**src/design/fc_pkg.sv**
```systemverilog
// Shared types, opcodes and timing constants of the flash host controller.
package fc_pkg;

  typedef logic [21:0] fc_cnt_t;

  // Clock.
  localparam int unsigned CLK_PERIOD_NS = 4;

  // Flash pin timing, each in its own unit.
  localparam int unsigned WRITE_PULSE_NS = 35;
  localparam int unsigned WRITE_HIGH_NS = 30;
  localparam int unsigned READ_ACCESS_NS = 70;
  localparam int unsigned POLL_HOLD_NS = 10;
  localparam int unsigned RESET_PULSE_MIN_NS = 500;
  localparam int unsigned RESET_HIGH_BEFORE_READ_NS = 50;
  localparam int unsigned RESET_RECOVERY_IDLE_NS = 500;
  localparam int unsigned RESET_RECOVERY_BUSY_US = 20;
  localparam int unsigned UNPROTECT_RESET_SETUP_US = 4;
  localparam int unsigned SELECT_LEVEL_FALL_NS = 500;
  localparam int unsigned PROTECT_PULSE_WIDTH_US = 10;
  localparam int unsigned UNPROTECT_PULSE_WIDTH_MS = 12;
  localparam int unsigned RESUME_DELAY_MS = 10;
  localparam int unsigned SUSPEND_RESUME_LIMIT = 1024;

  // Every wait rounds up, so the host never waits less than the pin timing asks.
  localparam fc_cnt_t WRITE_PULSE_CYC = fc_cnt_t'((WRITE_PULSE_NS + CLK_PERIOD_NS - 1) / CLK_PERIOD_NS);
  localparam fc_cnt_t WRITE_HIGH_CYC = fc_cnt_t'((WRITE_HIGH_NS + CLK_PERIOD_NS - 1) / CLK_PERIOD_NS);
  localparam fc_cnt_t READ_ACCESS_CYC = fc_cnt_t'((READ_ACCESS_NS + CLK_PERIOD_NS - 1) / CLK_PERIOD_NS);
  localparam fc_cnt_t POLL_HOLD_CYC = fc_cnt_t'((POLL_HOLD_NS + CLK_PERIOD_NS - 1) / CLK_PERIOD_NS);
  localparam fc_cnt_t RESET_PULSE_MIN_CYC =
    fc_cnt_t'((RESET_PULSE_MIN_NS + CLK_PERIOD_NS - 1) / CLK_PERIOD_NS);
  localparam fc_cnt_t RESET_HIGH_BEFORE_READ_CYC =
    fc_cnt_t'((RESET_HIGH_BEFORE_READ_NS + CLK_PERIOD_NS - 1) / CLK_PERIOD_NS);
  localparam fc_cnt_t RESET_RECOVERY_IDLE_CYC =
    fc_cnt_t'((RESET_RECOVERY_IDLE_NS + CLK_PERIOD_NS - 1) / CLK_PERIOD_NS);
  localparam int unsigned RESET_RECOVERY_BUSY_CYC =
    (RESET_RECOVERY_BUSY_US * 1000 + CLK_PERIOD_NS - 1) / CLK_PERIOD_NS;
  localparam fc_cnt_t UNPROTECT_RESET_SETUP_CYC =
    fc_cnt_t'((UNPROTECT_RESET_SETUP_US * 1000 + CLK_PERIOD_NS - 1) / CLK_PERIOD_NS);
  localparam fc_cnt_t SELECT_LEVEL_FALL_CYC =
    fc_cnt_t'((SELECT_LEVEL_FALL_NS + CLK_PERIOD_NS - 1) / CLK_PERIOD_NS);
  localparam fc_cnt_t PROTECT_PULSE_WIDTH_CYC =
    fc_cnt_t'((PROTECT_PULSE_WIDTH_US * 1000 + CLK_PERIOD_NS - 1) / CLK_PERIOD_NS);
  localparam int unsigned UNPROTECT_PULSE_WIDTH_CYC =
    (UNPROTECT_PULSE_WIDTH_MS * 1000000 + CLK_PERIOD_NS - 1) / CLK_PERIOD_NS;
  localparam int unsigned RESUME_DELAY_CYC = (RESUME_DELAY_MS * 1000000 + CLK_PERIOD_NS - 1) / CLK_PERIOD_NS;

  // Command data values written to the flash.
  localparam logic [7:0] SUSPEND_DATA = 8'hb0;
  localparam logic [7:0] RESUME_DATA = 8'h30;

  // Reset values.
  localparam logic [17:0] ADDR_RESET = 18'h00000;
  localparam logic [7:0] DATA_RESET = 8'h00;
  localparam logic [10:0] SR_COUNT_RESET = 11'h000;

  typedef enum logic [3:0] {
    OP_WRITE = 4'h0,
    OP_READ = 4'h1,
    OP_POLL_POLARITY = 4'h2,
    OP_POLL_TOGGLE = 4'h3,
    OP_SUSPEND = 4'h4,
    OP_RESUME = 4'h5,
    OP_HW_RESET = 4'h6,
    OP_PROTECT = 4'h7,
    OP_UNPROTECT = 4'h8,
    OP_SELECT_ENTER = 4'h9,
    OP_SELECT_EXIT = 4'ha
  } fc_op_t;

  typedef enum logic [3:0] {
    ST_IDLE = 4'h0,
    ST_WR_LOW = 4'h1,
    ST_WR_HIGH = 4'h2,
    ST_RD_ACCESS = 4'h3,
    ST_RD_GAP = 4'h4,
    ST_RST_LOW = 4'h5,
    ST_RST_HIGH = 4'h6,
    ST_RST_RECOVER = 4'h7,
    ST_PULSE = 4'h8,
    ST_PULSE_END = 4'h9,
    ST_SEL_WAIT = 4'ha,
    ST_RESUME_WAIT = 4'hb
  } fc_state_t;

  typedef struct packed {
    logic ce_n;
    logic oe_n;
    logic we_n;
    logic reset_n;
    logic select_hv;
    logic [17:0] addr;
    logic [7:0] dq;
    logic dq_oe;
  } fc_pins_t;

  localparam fc_pins_t PINS_RESET = '{ce_n: 1'b1, oe_n: 1'b1, we_n: 1'b1, reset_n: 1'b1, select_hv: 1'b0,
                                      addr: ADDR_RESET, dq: DATA_RESET, dq_oe: 1'b0};

endpackage

```
**src/design/fc_flash_host.sv**
```systemverilog
// Host-side bus controller that drives a parallel flash through its pins and polls algorithm status.
`timescale 1ns/1ps
module fc_flash_host
  import fc_pkg::*;
#(
  parameter int unsigned RECOVERY_BUSY_CYC = RESET_RECOVERY_BUSY_CYC,
  parameter int unsigned UNPROTECT_PULSE_CYC = UNPROTECT_PULSE_WIDTH_CYC,
  parameter int unsigned RESUME_WAIT_CYC = RESUME_DELAY_CYC
) (
  // Clock and reset.
  input wire logic CLK_I,
  input wire logic RST_N_I,
  // User command port.
  input wire logic CMD_VALID_I,
  input wire logic [3:0] CMD_OP_I,
  input wire logic [17:0] CMD_ADDR_I,
  input wire logic [7:0] CMD_DATA_I,
  input wire logic RESUME_DELAY_ALWAYS_I,
  output logic CMD_READY_O,
  output logic DONE_O,
  output logic [7:0] RDATA_O,
  output logic [10:0] SUSPEND_COUNT_O,
  // Flash pins.
  output logic CE_N_O,
  output logic OE_N_O,
  output logic WE_N_O,
  output logic RESET_N_O,
  output logic SELECT_HV_O,
  output logic [17:0] ADDR_O,
  output logic [7:0] DQ_O,
  output logic DQ_OE_O,
  input wire logic [7:0] DQ_I,
  input wire logic READY_BUSY_N_I
);

  localparam fc_cnt_t RECOVERY_BUSY_W = fc_cnt_t'(RECOVERY_BUSY_CYC);
  localparam fc_cnt_t UNPROTECT_PULSE_W = fc_cnt_t'(UNPROTECT_PULSE_CYC);
  localparam fc_cnt_t RESUME_WAIT_W = fc_cnt_t'(RESUME_WAIT_CYC);

  fc_state_t st_r, st_nxt;
  fc_op_t op_r, op_nxt;
  fc_pins_t pins_r, pins_nxt;
  logic [7:0] exp_r, exp_nxt;
  logic [7:0] rdata_r, rdata_nxt;
  logic ready_r, ready_nxt;
  logic done_r, done_nxt;
  logic first_r, first_nxt;
  logic last_r, last_nxt;
  logic prev_tog_r, prev_tog_nxt;
  logic was_busy_r, was_busy_nxt;
  logic [10:0] sr_cnt_r, sr_cnt_nxt;
  logic tmr_load;
  fc_cnt_t tmr_value;
  logic tmr_done;

  fc_timer i_fc_timer (.clk_i(CLK_I), .rst_n_i(RST_N_I), .load_i(tmr_load),
    .value_i(tmr_value), .done_o(tmr_done));

  always_comb begin
    st_nxt = st_r;
    op_nxt = op_r;
    pins_nxt = pins_r;
    exp_nxt = exp_r;
    rdata_nxt = rdata_r;
    ready_nxt = ready_r;
    done_nxt = 1'b0;
    first_nxt = first_r;
    last_nxt = last_r;
    prev_tog_nxt = prev_tog_r;
    was_busy_nxt = was_busy_r;
    sr_cnt_nxt = sr_cnt_r;
    tmr_load = 1'b0;
    tmr_value = WRITE_PULSE_CYC;
    case (st_r)
      ST_IDLE: begin
        if (CMD_VALID_I && ready_r) begin
          ready_nxt = 1'b0;
          op_nxt = fc_op_t'(CMD_OP_I);
          exp_nxt = CMD_DATA_I;
          first_nxt = 1'b1;
          last_nxt = 1'b0;
          pins_nxt.addr = CMD_ADDR_I;
          pins_nxt.dq = CMD_DATA_I;
          tmr_load = 1'b1;
          case (fc_op_t'(CMD_OP_I))
            OP_WRITE, OP_SUSPEND, OP_RESUME: begin
              // Program and erase setup cycles are plain writes; the flash verifies by itself.
              pins_nxt.dq = (fc_op_t'(CMD_OP_I) == OP_SUSPEND) ? SUSPEND_DATA :
                ((fc_op_t'(CMD_OP_I) == OP_RESUME) ? RESUME_DATA : CMD_DATA_I);
              pins_nxt.ce_n = 1'b0;
              pins_nxt.we_n = 1'b0;
              pins_nxt.dq_oe = 1'b1;
              tmr_value = WRITE_PULSE_CYC;
              st_nxt = ST_WR_LOW;
            end
            OP_READ, OP_POLL_POLARITY, OP_POLL_TOGGLE: begin
              pins_nxt.ce_n = 1'b0;
              pins_nxt.oe_n = 1'b0;
              tmr_value = READ_ACCESS_CYC;
              st_nxt = ST_RD_ACCESS;
            end
            OP_HW_RESET: begin
              was_busy_nxt = !READY_BUSY_N_I;
              pins_nxt.reset_n = 1'b0;
              tmr_value = RESET_PULSE_MIN_CYC;
              st_nxt = ST_RST_LOW;
            end
            OP_PROTECT, OP_UNPROTECT: begin
              pins_nxt.ce_n = 1'b0;
              pins_nxt.we_n = 1'b0;
              tmr_value = (fc_op_t'(CMD_OP_I) == OP_PROTECT) ? PROTECT_PULSE_WIDTH_CYC : UNPROTECT_PULSE_W;
              st_nxt = ST_PULSE;
            end
            OP_SELECT_ENTER: begin
              pins_nxt.select_hv = 1'b1;
              tmr_value = UNPROTECT_RESET_SETUP_CYC;
              st_nxt = ST_SEL_WAIT;
            end
            OP_SELECT_EXIT: begin
              pins_nxt.select_hv = 1'b0;
              tmr_value = SELECT_LEVEL_FALL_CYC;
              st_nxt = ST_SEL_WAIT;
            end
            default: begin
              // Unknown opcodes complete at once without a strobe; the address and data pins still take the command values.
              tmr_load = 1'b0;
              ready_nxt = 1'b1;
              done_nxt = 1'b1;
            end
          endcase
        end
      end
      ST_WR_LOW: begin
        if (tmr_done) begin
          pins_nxt.we_n = 1'b1;
          pins_nxt.ce_n = 1'b1;
          tmr_load = 1'b1;
          tmr_value = WRITE_HIGH_CYC;
          st_nxt = ST_WR_HIGH;
        end
      end
      ST_WR_HIGH: begin
        if (tmr_done) begin
          pins_nxt.dq_oe = 1'b0;
          tmr_load = 1'b1;
          if (op_r == OP_SUSPEND) begin
            // The flash is not safe to access until the toggle bit settles.
            op_nxt = OP_POLL_TOGGLE;
            pins_nxt.ce_n = 1'b0;
            pins_nxt.oe_n = 1'b0;
            tmr_value = READ_ACCESS_CYC;
            st_nxt = ST_RD_ACCESS;
          end else if ((op_r == OP_RESUME) &&
              (RESUME_DELAY_ALWAYS_I || (sr_cnt_r >= 11'(SUSPEND_RESUME_LIMIT)))) begin
            tmr_value = RESUME_WAIT_W;
            st_nxt = ST_RESUME_WAIT;
          end else begin
            tmr_load = 1'b0;
            ready_nxt = 1'b1;
            done_nxt = 1'b1;
            st_nxt = ST_IDLE;
          end
          if ((op_r == OP_RESUME) && (sr_cnt_r != 11'h7ff)) begin
            sr_cnt_nxt = sr_cnt_r + 11'h001;
          end
        end
      end
      ST_RD_ACCESS: begin
        if (tmr_done) begin
          rdata_nxt = DQ_I;
          pins_nxt.ce_n = 1'b1;
          pins_nxt.oe_n = 1'b1;
          tmr_load = 1'b1;
          tmr_value = WRITE_HIGH_CYC + POLL_HOLD_CYC;
          st_nxt = ST_RD_GAP;
        end
      end
      ST_RD_GAP: begin
        if (tmr_done) begin
          first_nxt = 1'b0;
          prev_tog_nxt = rdata_r[6];
          if ((op_r == OP_READ) || last_r ||
              ((op_r == OP_POLL_TOGGLE) && !first_r && (rdata_r[6] == prev_tog_r))) begin
            ready_nxt = 1'b1;
            done_nxt = 1'b1;
            st_nxt = ST_IDLE;
          end else begin
            // The other status bits may settle a little after the polarity bit, so a match earns one more read.
            if ((op_r == OP_POLL_POLARITY) && (rdata_r[7] == exp_r[7])) begin
              last_nxt = 1'b1;
            end
            pins_nxt.ce_n = 1'b0;
            pins_nxt.oe_n = 1'b0;
            tmr_load = 1'b1;
            tmr_value = READ_ACCESS_CYC;
            st_nxt = ST_RD_ACCESS;
          end
        end
      end
      ST_RST_LOW: begin
        if (tmr_done) begin
          pins_nxt.reset_n = 1'b1;
          tmr_load = 1'b1;
          tmr_value = RESET_HIGH_BEFORE_READ_CYC;
          st_nxt = ST_RST_HIGH;
        end
      end
      ST_RST_HIGH: begin
        if (tmr_done) begin
          tmr_load = 1'b1;
          tmr_value = was_busy_r ? RECOVERY_BUSY_W : RESET_RECOVERY_IDLE_CYC;
          sr_cnt_nxt = SR_COUNT_RESET;
          st_nxt = ST_RST_RECOVER;
        end
      end
      ST_PULSE: begin
        if (tmr_done) begin
          pins_nxt.we_n = 1'b1;
          tmr_load = 1'b1;
          tmr_value = WRITE_HIGH_CYC;
          st_nxt = ST_PULSE_END;
        end
      end
      ST_PULSE_END, ST_RST_RECOVER, ST_SEL_WAIT, ST_RESUME_WAIT: begin
        if (tmr_done) begin
          // Chip select is already high in the other waits, so raising it here is harmless.
          pins_nxt.ce_n = 1'b1;
          ready_nxt = 1'b1;
          done_nxt = 1'b1;
          st_nxt = ST_IDLE;
        end
      end
      default: begin
        pins_nxt = PINS_RESET;
        ready_nxt = 1'b1;
        st_nxt = ST_IDLE;
      end
    endcase
  end

  always_ff @(posedge CLK_I or negedge RST_N_I) begin
    if (!RST_N_I) begin
      st_r <= ST_IDLE;
      op_r <= OP_READ;
      pins_r <= PINS_RESET;
      exp_r <= DATA_RESET;
      rdata_r <= DATA_RESET;
      ready_r <= 1'b1;
      done_r <= 1'b0;
      first_r <= 1'b0;
      last_r <= 1'b0;
      prev_tog_r <= 1'b0;
      was_busy_r <= 1'b0;
      sr_cnt_r <= SR_COUNT_RESET;
    end else begin
      st_r <= st_nxt;
      op_r <= op_nxt;
      pins_r <= pins_nxt;
      exp_r <= exp_nxt;
      rdata_r <= rdata_nxt;
      ready_r <= ready_nxt;
      done_r <= done_nxt;
      first_r <= first_nxt;
      last_r <= last_nxt;
      prev_tog_r <= prev_tog_nxt;
      was_busy_r <= was_busy_nxt;
      sr_cnt_r <= sr_cnt_nxt;
    end
  end

  assign CMD_READY_O = ready_r;
  assign DONE_O = done_r;
  assign RDATA_O = rdata_r;
  assign SUSPEND_COUNT_O = sr_cnt_r;
  assign {CE_N_O, OE_N_O, WE_N_O, RESET_N_O, SELECT_HV_O, ADDR_O, DQ_O, DQ_OE_O} = pins_r;

endmodule

```
**src/design/fc_timer.sv**
```systemverilog
// Load-and-count-down timer that pulses when the loaded number of cycles has passed.
`timescale 1ns/1ps
module fc_timer
  import fc_pkg::*;
(
  // Clock and reset.
  input wire logic clk_i,
  input wire logic rst_n_i,
  // Control.
  input wire logic load_i,
  input wire fc_cnt_t value_i,
  // Status.
  output logic done_o
);

  fc_cnt_t cnt_r;
  fc_cnt_t cnt_nxt;
  logic done_r;
  logic done_nxt;

  always_comb begin
    cnt_nxt = cnt_r;
    done_nxt = 1'b0;
    if (load_i) begin
      cnt_nxt = value_i;
    end else if (cnt_r != '0) begin
      cnt_nxt = cnt_r - fc_cnt_t'(1);
      done_nxt = (cnt_r == fc_cnt_t'(1));
    end
  end

  always_ff @(posedge clk_i or negedge rst_n_i) begin
    if (!rst_n_i) begin
      cnt_r <= '0;
      done_r <= 1'b0;
    end else begin
      cnt_r <= cnt_nxt;
      done_r <= done_nxt;
    end
  end

  assign done_o = done_r;

endmodule

```
**config.mk**
```make
export PLATFORM = sky130hd
export DESIGN_NAME = fc_flash_host
export DESIGN_NICKNAME = d
export VERILOG_FILES = /design/src/design/fc_pkg.sv /design/src/design/fc_flash_host.sv /design/src/design/fc_timer.sv
export SDC_FILE = /design/constraint.sdc
export NUM_CORES = 1
export LEC_CHECK = 0
export ABC_CLOCK_PERIOD_IN_PS = 5200
export BUFFER_PORTS_ARGS = -buffer_cell sky130_fd_sc_hd__clkbuf_2
export CORE_MARGIN = 4
export CORE_UTILIZATION = 47
export DETAILED_ROUTE_END_ITERATION = 10
export GPL_TIMING_DRIVEN = 0
export PLACE_DENSITY = 0.68
export SETUP_SLACK_MARGIN = 0.1
export SKIP_CTS_REPAIR_TIMING = 1
export SYNTH_ARGS = -nofsm -noshare
export SYNTH_HDL_FRONTEND = slang
export SYNTH_HIERARCHICAL = 1
export SYNTH_SLANG_ARGS = --single-unit
```
**constraint.sdc**
```tcl
create_clock -name CLK_I -period 5.2 [get_ports CLK_I]
set_clock_uncertainty 0.1 [all_clocks]
set_input_delay 0.26 -clock CLK_I [delete_from_list [all_inputs] [get_ports CLK_I]]
set_output_delay 0.26 -clock CLK_I [all_outputs]
set_load 0.01 [all_outputs]
```
==> flow_summary.toml, run 1 <==
[timing]
relSlewSlack = 0.3484
finalMaxSlewViolations = 0
rsz0062_at_grt = "no"
fin_crit_sh = 0.6295
hold_viol = 2
final.min_clock_period_ns = 3.274
finalSetupViolCount = 0
hold-worst-slack_ns = -0.003664
max_freq_mhz = 305.5
setup-tns-final_ns = 0
worst_pin_slew_ns = 0.9684

[clocking]
h-tree-depth = 3
clk_pin_slew_worst_paths_ns = 0.09
cts_root_buffer = "clkbuf_8"
clock_latency_ns = 0.36
cts_tree = "done"
clkSinkCount = 89
numCtsBuffers = 9
cts.path.max_buffers = 2

[drt]
wl_um = 14940
drt_iter0_drc = 387
wl_per_cell_um = 17.52
drcViolationCount = 0
ant_nets = 0
viasPerCell = 5.828
vias = 4971
first_pass_iters = 6

[logic_synthesis]
ys_ff_latch = 89
synth_cell_types = 69
synth_area_leaders = "dfrtp_1 (41%), nand2_1 (6.6%), nor2_1 (4.1%)"
netlist_instances = 591
syn_area_um2 = 5120
ys_warn_count = 6
synth_edf_count = 0
syn-num-nets = 637
syn_area_per_cell_um2 = 8.663
synthArstFlopShare = 1.000
synth_top_area_frac = 0.4057
synthFlopType = "dfrtp_1"
ys_seq_area_frac = 0.4365
synth_area_leader_cell = "dfrtp_1"

[setup_path]
critPathBufInv = 5
cp-start-kind = "flip-flop"
crit_type = "reg -> reg"
rr_worst_depth = 10
required_ns = 5.36
cp_max_fo = 10
critPathTopFamily = "buffers and inverters"
crit_chain = "buf_2, clkbuf_1, clkbuf_1, o211ai_1, o211ai_1, clkbuf_1, nor3_1, and2_1, clkbuf_1, o41ai_1"
cpMostUsedCell = "clkbuf_1"
worst_ep_arrival_time_ns = 3.43
critical_path.max_stage_delay_ns = 0.52
end_kind = "flip-flop"
path_depth = 10
critPathSlowestCell = "dfrtp_1"

[finish]
area_growth_pct = 19.92
diodes = 0
layout_commonest_cell = "clkbuf_2"
nFillCells = 977
final_cell_mix = "clkbuf_2 (93), nand2_1 (90), dfrtp_1 (83)"
finalNonFillerCells = 853
nets = 759
fin_util = 0.5868
layout-drive-gt1-share = 0.2190

[flow_run]
max-cap-violations = 0

[floorplanning]
core-area_um2 = 10460
rows = 37
dieWidth_um = 112.4
fp.dieH_um = 112.4
die_area_um2 = 12630
initial_core_util = 0.4894
io_pins = 96

[grt]
overflow = 0
grt_pass1_wl_um = 23840
grt_pass1_vias = 4761
grt.total_usage = 0.2303
antenna_found_initial = 0
grt_max_degree = 59

[hold_path]
hp-class = "in -> reg"
whs_path_depth = 3

[place]
routabilityCongestion = 0.9237
place_inst = 822
place_hpwl_um = 10900
numPortBuffers = 94

[power]
power.density_nw_per_um2 = 203.2
leakagePower_nw = 2.901
ir_worst_vdd_mv = 0.1336

[run_status]
violations = "negative hold slack"
outcome = "complete, but fails checks"
[worst min-delay path, cell delays in order]
cell,delay [ns]
clkbuf_2,0.07
nand2_1,0.04
nand2_1,0.04
[state kept, by name (all words and copies together), names as in the netlist, 4 cells and up]
name	count
ADDR_O	18
RDATA_O	8
SUSPEND_COUNT_O	11
st_r	4
DQ_O	8
op_r	4
i_fc_timer/cnt_r	22
[cells by family after synthesis]
| family | count (synthesis) | share of synthesized area |
|---|---|---|
| flip-flops | 89 | 0.4365 |
| AND/OR/NAND/NOR | 275 | 0.2693 |
| other | 1 | 0.0007324 |
| adder cells (fa/ha/maj) | 4 | 0.009287 |
| XOR/XNOR | 18 | 0.03079 |
| AO/OA/AOI/OAI | 144 | 0.1862 |
| buffers and inverters | 45 | 0.03519 |
| multiplexers | 15 | 0.03201 |
[cells in the mapped netlist (all sizes together), types with 2 or more instances]
library cell   n
nand2         90
dfrtp         83
nor2          58
a21oi         38
nand3         35
o21ai         31
clkbuf        25
nor3          22
a31oi         16
xnor2         13
inv           11
mux2          11
nand2b        11
nor4          10
buf            9
o211ai         9
a211oi         8
nor2b          7
or3            7
dfstp          6
or4            6
and2           5
nor3b          5
nor4b          5
or2            5
xor2           5
mux2i          4
a21boi         3
a21o           3
a22oi          3
and3           3
ha             3
nand4          3
o211a          3
o21a           3
o221ai         3
a211o          2
a311oi         2
a32oi          2
o22a           2
o22ai          2
o311ai         2
o31ai          2
o41ai          2
[per-layer routing]
metal  track usage  vias up  part of all wire
met4       0.06330        0             0.014
li1              -     2361                 -
met5             0        -                 0
met1        0.3242     2349              0.44
met3       0.05445       27             0.079
met2        0.3580      234              0.47
[cell type report]
class,count,area [um2],share of cell area
inverter,11,41.29,0.006725
multi-input combinational,457,2705,0.4406
clock inverter,6,65.06,0.01060
timing repair buffer,111,660.6,0.1076
tap,136,170.2,0.02772
clock buffer,9,123.9,0.02018
buffer,34,138.9,0.02262
sequential,89,2235,0.3640
[stage by stage]
stage                     setup WS (ns)  hold slack, ns  instance area (um2)  total power, W
after floorplan                   2.526         -0.1356                 5120       0.0007289
after global placement            1.992          0.3495                 5761       0.0007663
after detailed placement          1.976          0.1836                 5791       0.0007700
after CTS                         1.957         -0.2179                 5979        0.001254
after global routing              1.662       0.0006490                 6140        0.001299
final                             1.926       -0.003664                 6140        0.001248
[worst paths after layout]
| kind | start | to | slack, ns |
|---|---|---|---|
| setup / recovery | st_r[0] | i_fc_timer/cnt_r[14] | 1.93 |
| hold / removal | CMD_ADDR_I[15] | ADDR_O[15] | -0.004 |
| setup reg to reg | st_r[0] | i_fc_timer/cnt_r[14] | 1.93 |
| hold reg to reg | DQ_O[1] | DQ_O[1] | 0.37 |
| max in group asynchronous | RST_N_I | op_r[0] | 3.97 |
| min in group asynchronous | RST_N_I | i_fc_timer/cnt_r[0] | 0.31 |
[report_power, final]
part	internal [W]	leakage [nW]	total (W)	switching, W
combinational	0.0000300	1.63	0.0000692	0.0000392
sequential	0.000695	1.18	0.000696	0.00000171
clock	0.000222	0.0959	0.000482	0.000260
total	0.000946	2.90	0.00125	0.000301
Note: power is estimated with default switching activity, not from simulation.
==> inputs of run 2 (changes only) <==
--- a/config.mk
+++ b/config.mk
@@ -5,13 +5,13 @@
 export SDC_FILE = /design/constraint.sdc
 export NUM_CORES = 1
 export LEC_CHECK = 0
-export ABC_CLOCK_PERIOD_IN_PS = 5200
+export ABC_CLOCK_PERIOD_IN_PS = 2900
 export BUFFER_PORTS_ARGS = -buffer_cell sky130_fd_sc_hd__clkbuf_2
 export CORE_MARGIN = 4
 export CORE_UTILIZATION = 47
 export DETAILED_ROUTE_END_ITERATION = 10
 export GPL_TIMING_DRIVEN = 0
-export PLACE_DENSITY = 0.68
+export PLACE_DENSITY = 0.71
 export SETUP_SLACK_MARGIN = 0.1
 export SKIP_CTS_REPAIR_TIMING = 1
 export SYNTH_ARGS = -nofsm -noshare
==> constraint.sdc (replaced) <==
create_clock -name CLK_I -period 2.9 [get_ports CLK_I]
set_clock_uncertainty 0.1 [all_clocks]
set_input_delay 0.145 -clock CLK_I [delete_from_list [all_inputs] [get_ports CLK_I]]
set_output_delay 0.145 -clock CLK_I [all_outputs]
set_load 0.01 [all_outputs]
==> run 2 against run 1 <==
The run now ends clean. Critical endpoint unchanged. Worst setup slack lost 1.8 ns. Highest routed layer unchanged. First-iteration DRC count rose by 3.4%. Design area grew 5.3%.
==> flow_summary.toml, run 2 (same netlist as run 1, synthesis figures left out) <==
[setup_path]
cp-start-kind = "flip-flop"
cp-endpoint = "i_fc_timer/cnt_r[14]"
cpMostUsedCell = "buf_4"
cp_max_fo = 10
critPathTopFamily = "simple AND/OR/NAND/NOR gates"
critPathBufInv = 3
setup.worst_path.start = "st_r[0]"
rr_worst_depth = 9
path_depth = 9
critical_path.max_stage_delay_ns = 0.53
critPathSlowestCell = "or4_1"
end_kind = "flip-flop"
worst_ep_arrival_time_ns = 2.91
regToRegSetupSlack_ns = 0.15
required_ns = 3.06
crit_chain = "or4_1, buf_2, a211o_4, o211ai_1, buf_4, nor3_1, and2_1, buf_4, o41ai_4"
crit_type = "reg -> reg"
r2r-end = "i_fc_timer/cnt_r[14]"
worstReg2RegStart = "st_r[0]"

[power]
p_comb_frac = 0.066
power.density_nw_per_um2 = 345.0
net-switching-power_w = 0.0005674
total_power_w = 0.002229
internal_power_w = 0.001662
leakagePower_nw = 3.065
switching_share = 0.2545
seqPwrFrac = 0.560
p_clk_frac = 0.373
ir_worst_vdd_mv = 0.3982

[timing]
fin_crit_sh = 0.9473
relSlewSlack = 0.3997
rsz0062_at_grt = "yes"
max_freq_mhz = 364.0
hold_viol = 0
finalSetupViolCount = 0
hold-worst-slack_ns = 0.1132
final.min_clock_period_ns = 2.747
worst_pin_slew_ns = 0.8879
finalMaxSlewViolations = 0

[finish]
multi_input_comb_area_um2 = 2783
diodes = 0
regMostFlops = "i_fc_timer/cnt_r"
design_area_um2 = 6462
layout-drive-gt1-share = 0.2470
area_growth_pct = 26.22
nFillCells = 946
final_cell_mix = "clkbuf_2 (102), nand2_1 (90), dfrtp_1 (81)"
nets = 782
layout_commonest_cell = "clkbuf_2"
regArea_um2 = 2237
largest_reg_flops = 22

[drt]
wl_um = 15500
first_pass_iters = 5
vias = 5125
wl_per_cell_um = 17.68
ant_nets = 0
viasPerCell = 5.844
drt_iter0_drc = 400
drcViolationCount = 0

[clocking]
clock_latency_ns = 0.37
cts_root_buffer = "clkbuf_8"
h-tree-depth = 3
numCtsBuffers = 9
cts.path.max_buffers = 2
clk_pin_slew_worst_paths_ns = 0.10
cts_tree = "done"
clkSinkCount = 89

[place]
routabilityCongestion = 0.9069
dpl_cell_area_um2 = 5791
numPortBuffers = 94
place_hpwl_um = 10820

[hold_path]
whs_path_depth = 3
hp-class = "in -> reg"

[grt]
grt_pass1_vias = 4746
grt.total_usage = 0.2321
grt_pass1_wl_um = 24190
antenna_found_initial = 0
grt_max_degree = 62
overflow = 0

[floorplanning]
initial_core_util = 0.4894
rows = 37
fp.dieH_um = 112.4
io_pins = 96
core-area_um2 = 10460
dieWidth_um = 112.4
die_area_um2 = 12630

[run_status]
outcome = "finished, final reports clean"

[flow_run]
max-cap-violations = 0
run 2: through the flow:
stage          setup slack, ns  cells    util  setup TNS, ns
2_1_floorplan           0.2257    591       -              0
3_3_place_gp           -0.3327    821  0.5506         -3.597
3_5_place_dp           -0.3682    822  0.5535         -5.049
4_1_cts                -0.4086    838  0.5713         -5.683
5_1_grt               -0.02702    877  0.6177       -0.02702
6_report                0.1528    877  0.6177              0
run 2: tightest hold or removal path, stage by stage:
cell      delay, ns
clkbuf_2       0.10
a21o_1         0.12
a32o_1         0.18
run 2: metal layers:
layer | wire (um) | part of all wire | up-vias | track usage
met1 | 6783 | 0.44 | 2461 | 0.3316
li1 | - | - | 2413 | -
met4 | 305 | 0.020 | 0 | 0.06651
met2 | 7216 | 0.47 | 220 | 0.3552
met3 | 1198 | 0.077 | 31 | 0.05283
met5 | 0 | 0 | - | 0
run 2: final cells by class:
class / count / share of cell area
flip-flops and latches: 89 / 0.3462
clock inverters: 6 / 0.007551
well taps: 136 / 0.02633
multi-input cells: 457 / 0.4306
plain buffers: 34 / 0.02498
repair buffers: 134 / 0.1367
inverters: 11 / 0.006389
clock buffers: 10 / 0.02130
run 2: power by group through the flow:
stage          sequential, W  combinational (W)  clock (W)
2_1_floorplan        0.00128          0.0000313          0
3_3_place_gp         0.00127           0.000101          0
3_5_place_dp         0.00127           0.000108          0
4_1_cts              0.00125           0.000108   0.000840
5_1_grt              0.00125           0.000164   0.000910
6_report             0.00125           0.000148   0.000832
run 2: worst min-delay path by stage:
| stage | from | end | slack, ns |
|---|---|---|---|
| 3_5_place_dp | RST_N_I | i_fc_timer/done_o | 0.06 |
| 3_3_place_gp | CMD_ADDR_I[17] | ADDR_O[17] | 0.24 |
| 5_1_grt | CMD_OP_I[2] | DONE_O | 0.12 |
| 4_1_cts | RST_N_I | i_fc_timer/done_o | -0.34 |
| 6_report | CMD_OP_I[2] | DONE_O | 0.11 |
| 2_1_floorplan | RST_N_I | ADDR_O[0] | -0.25 |
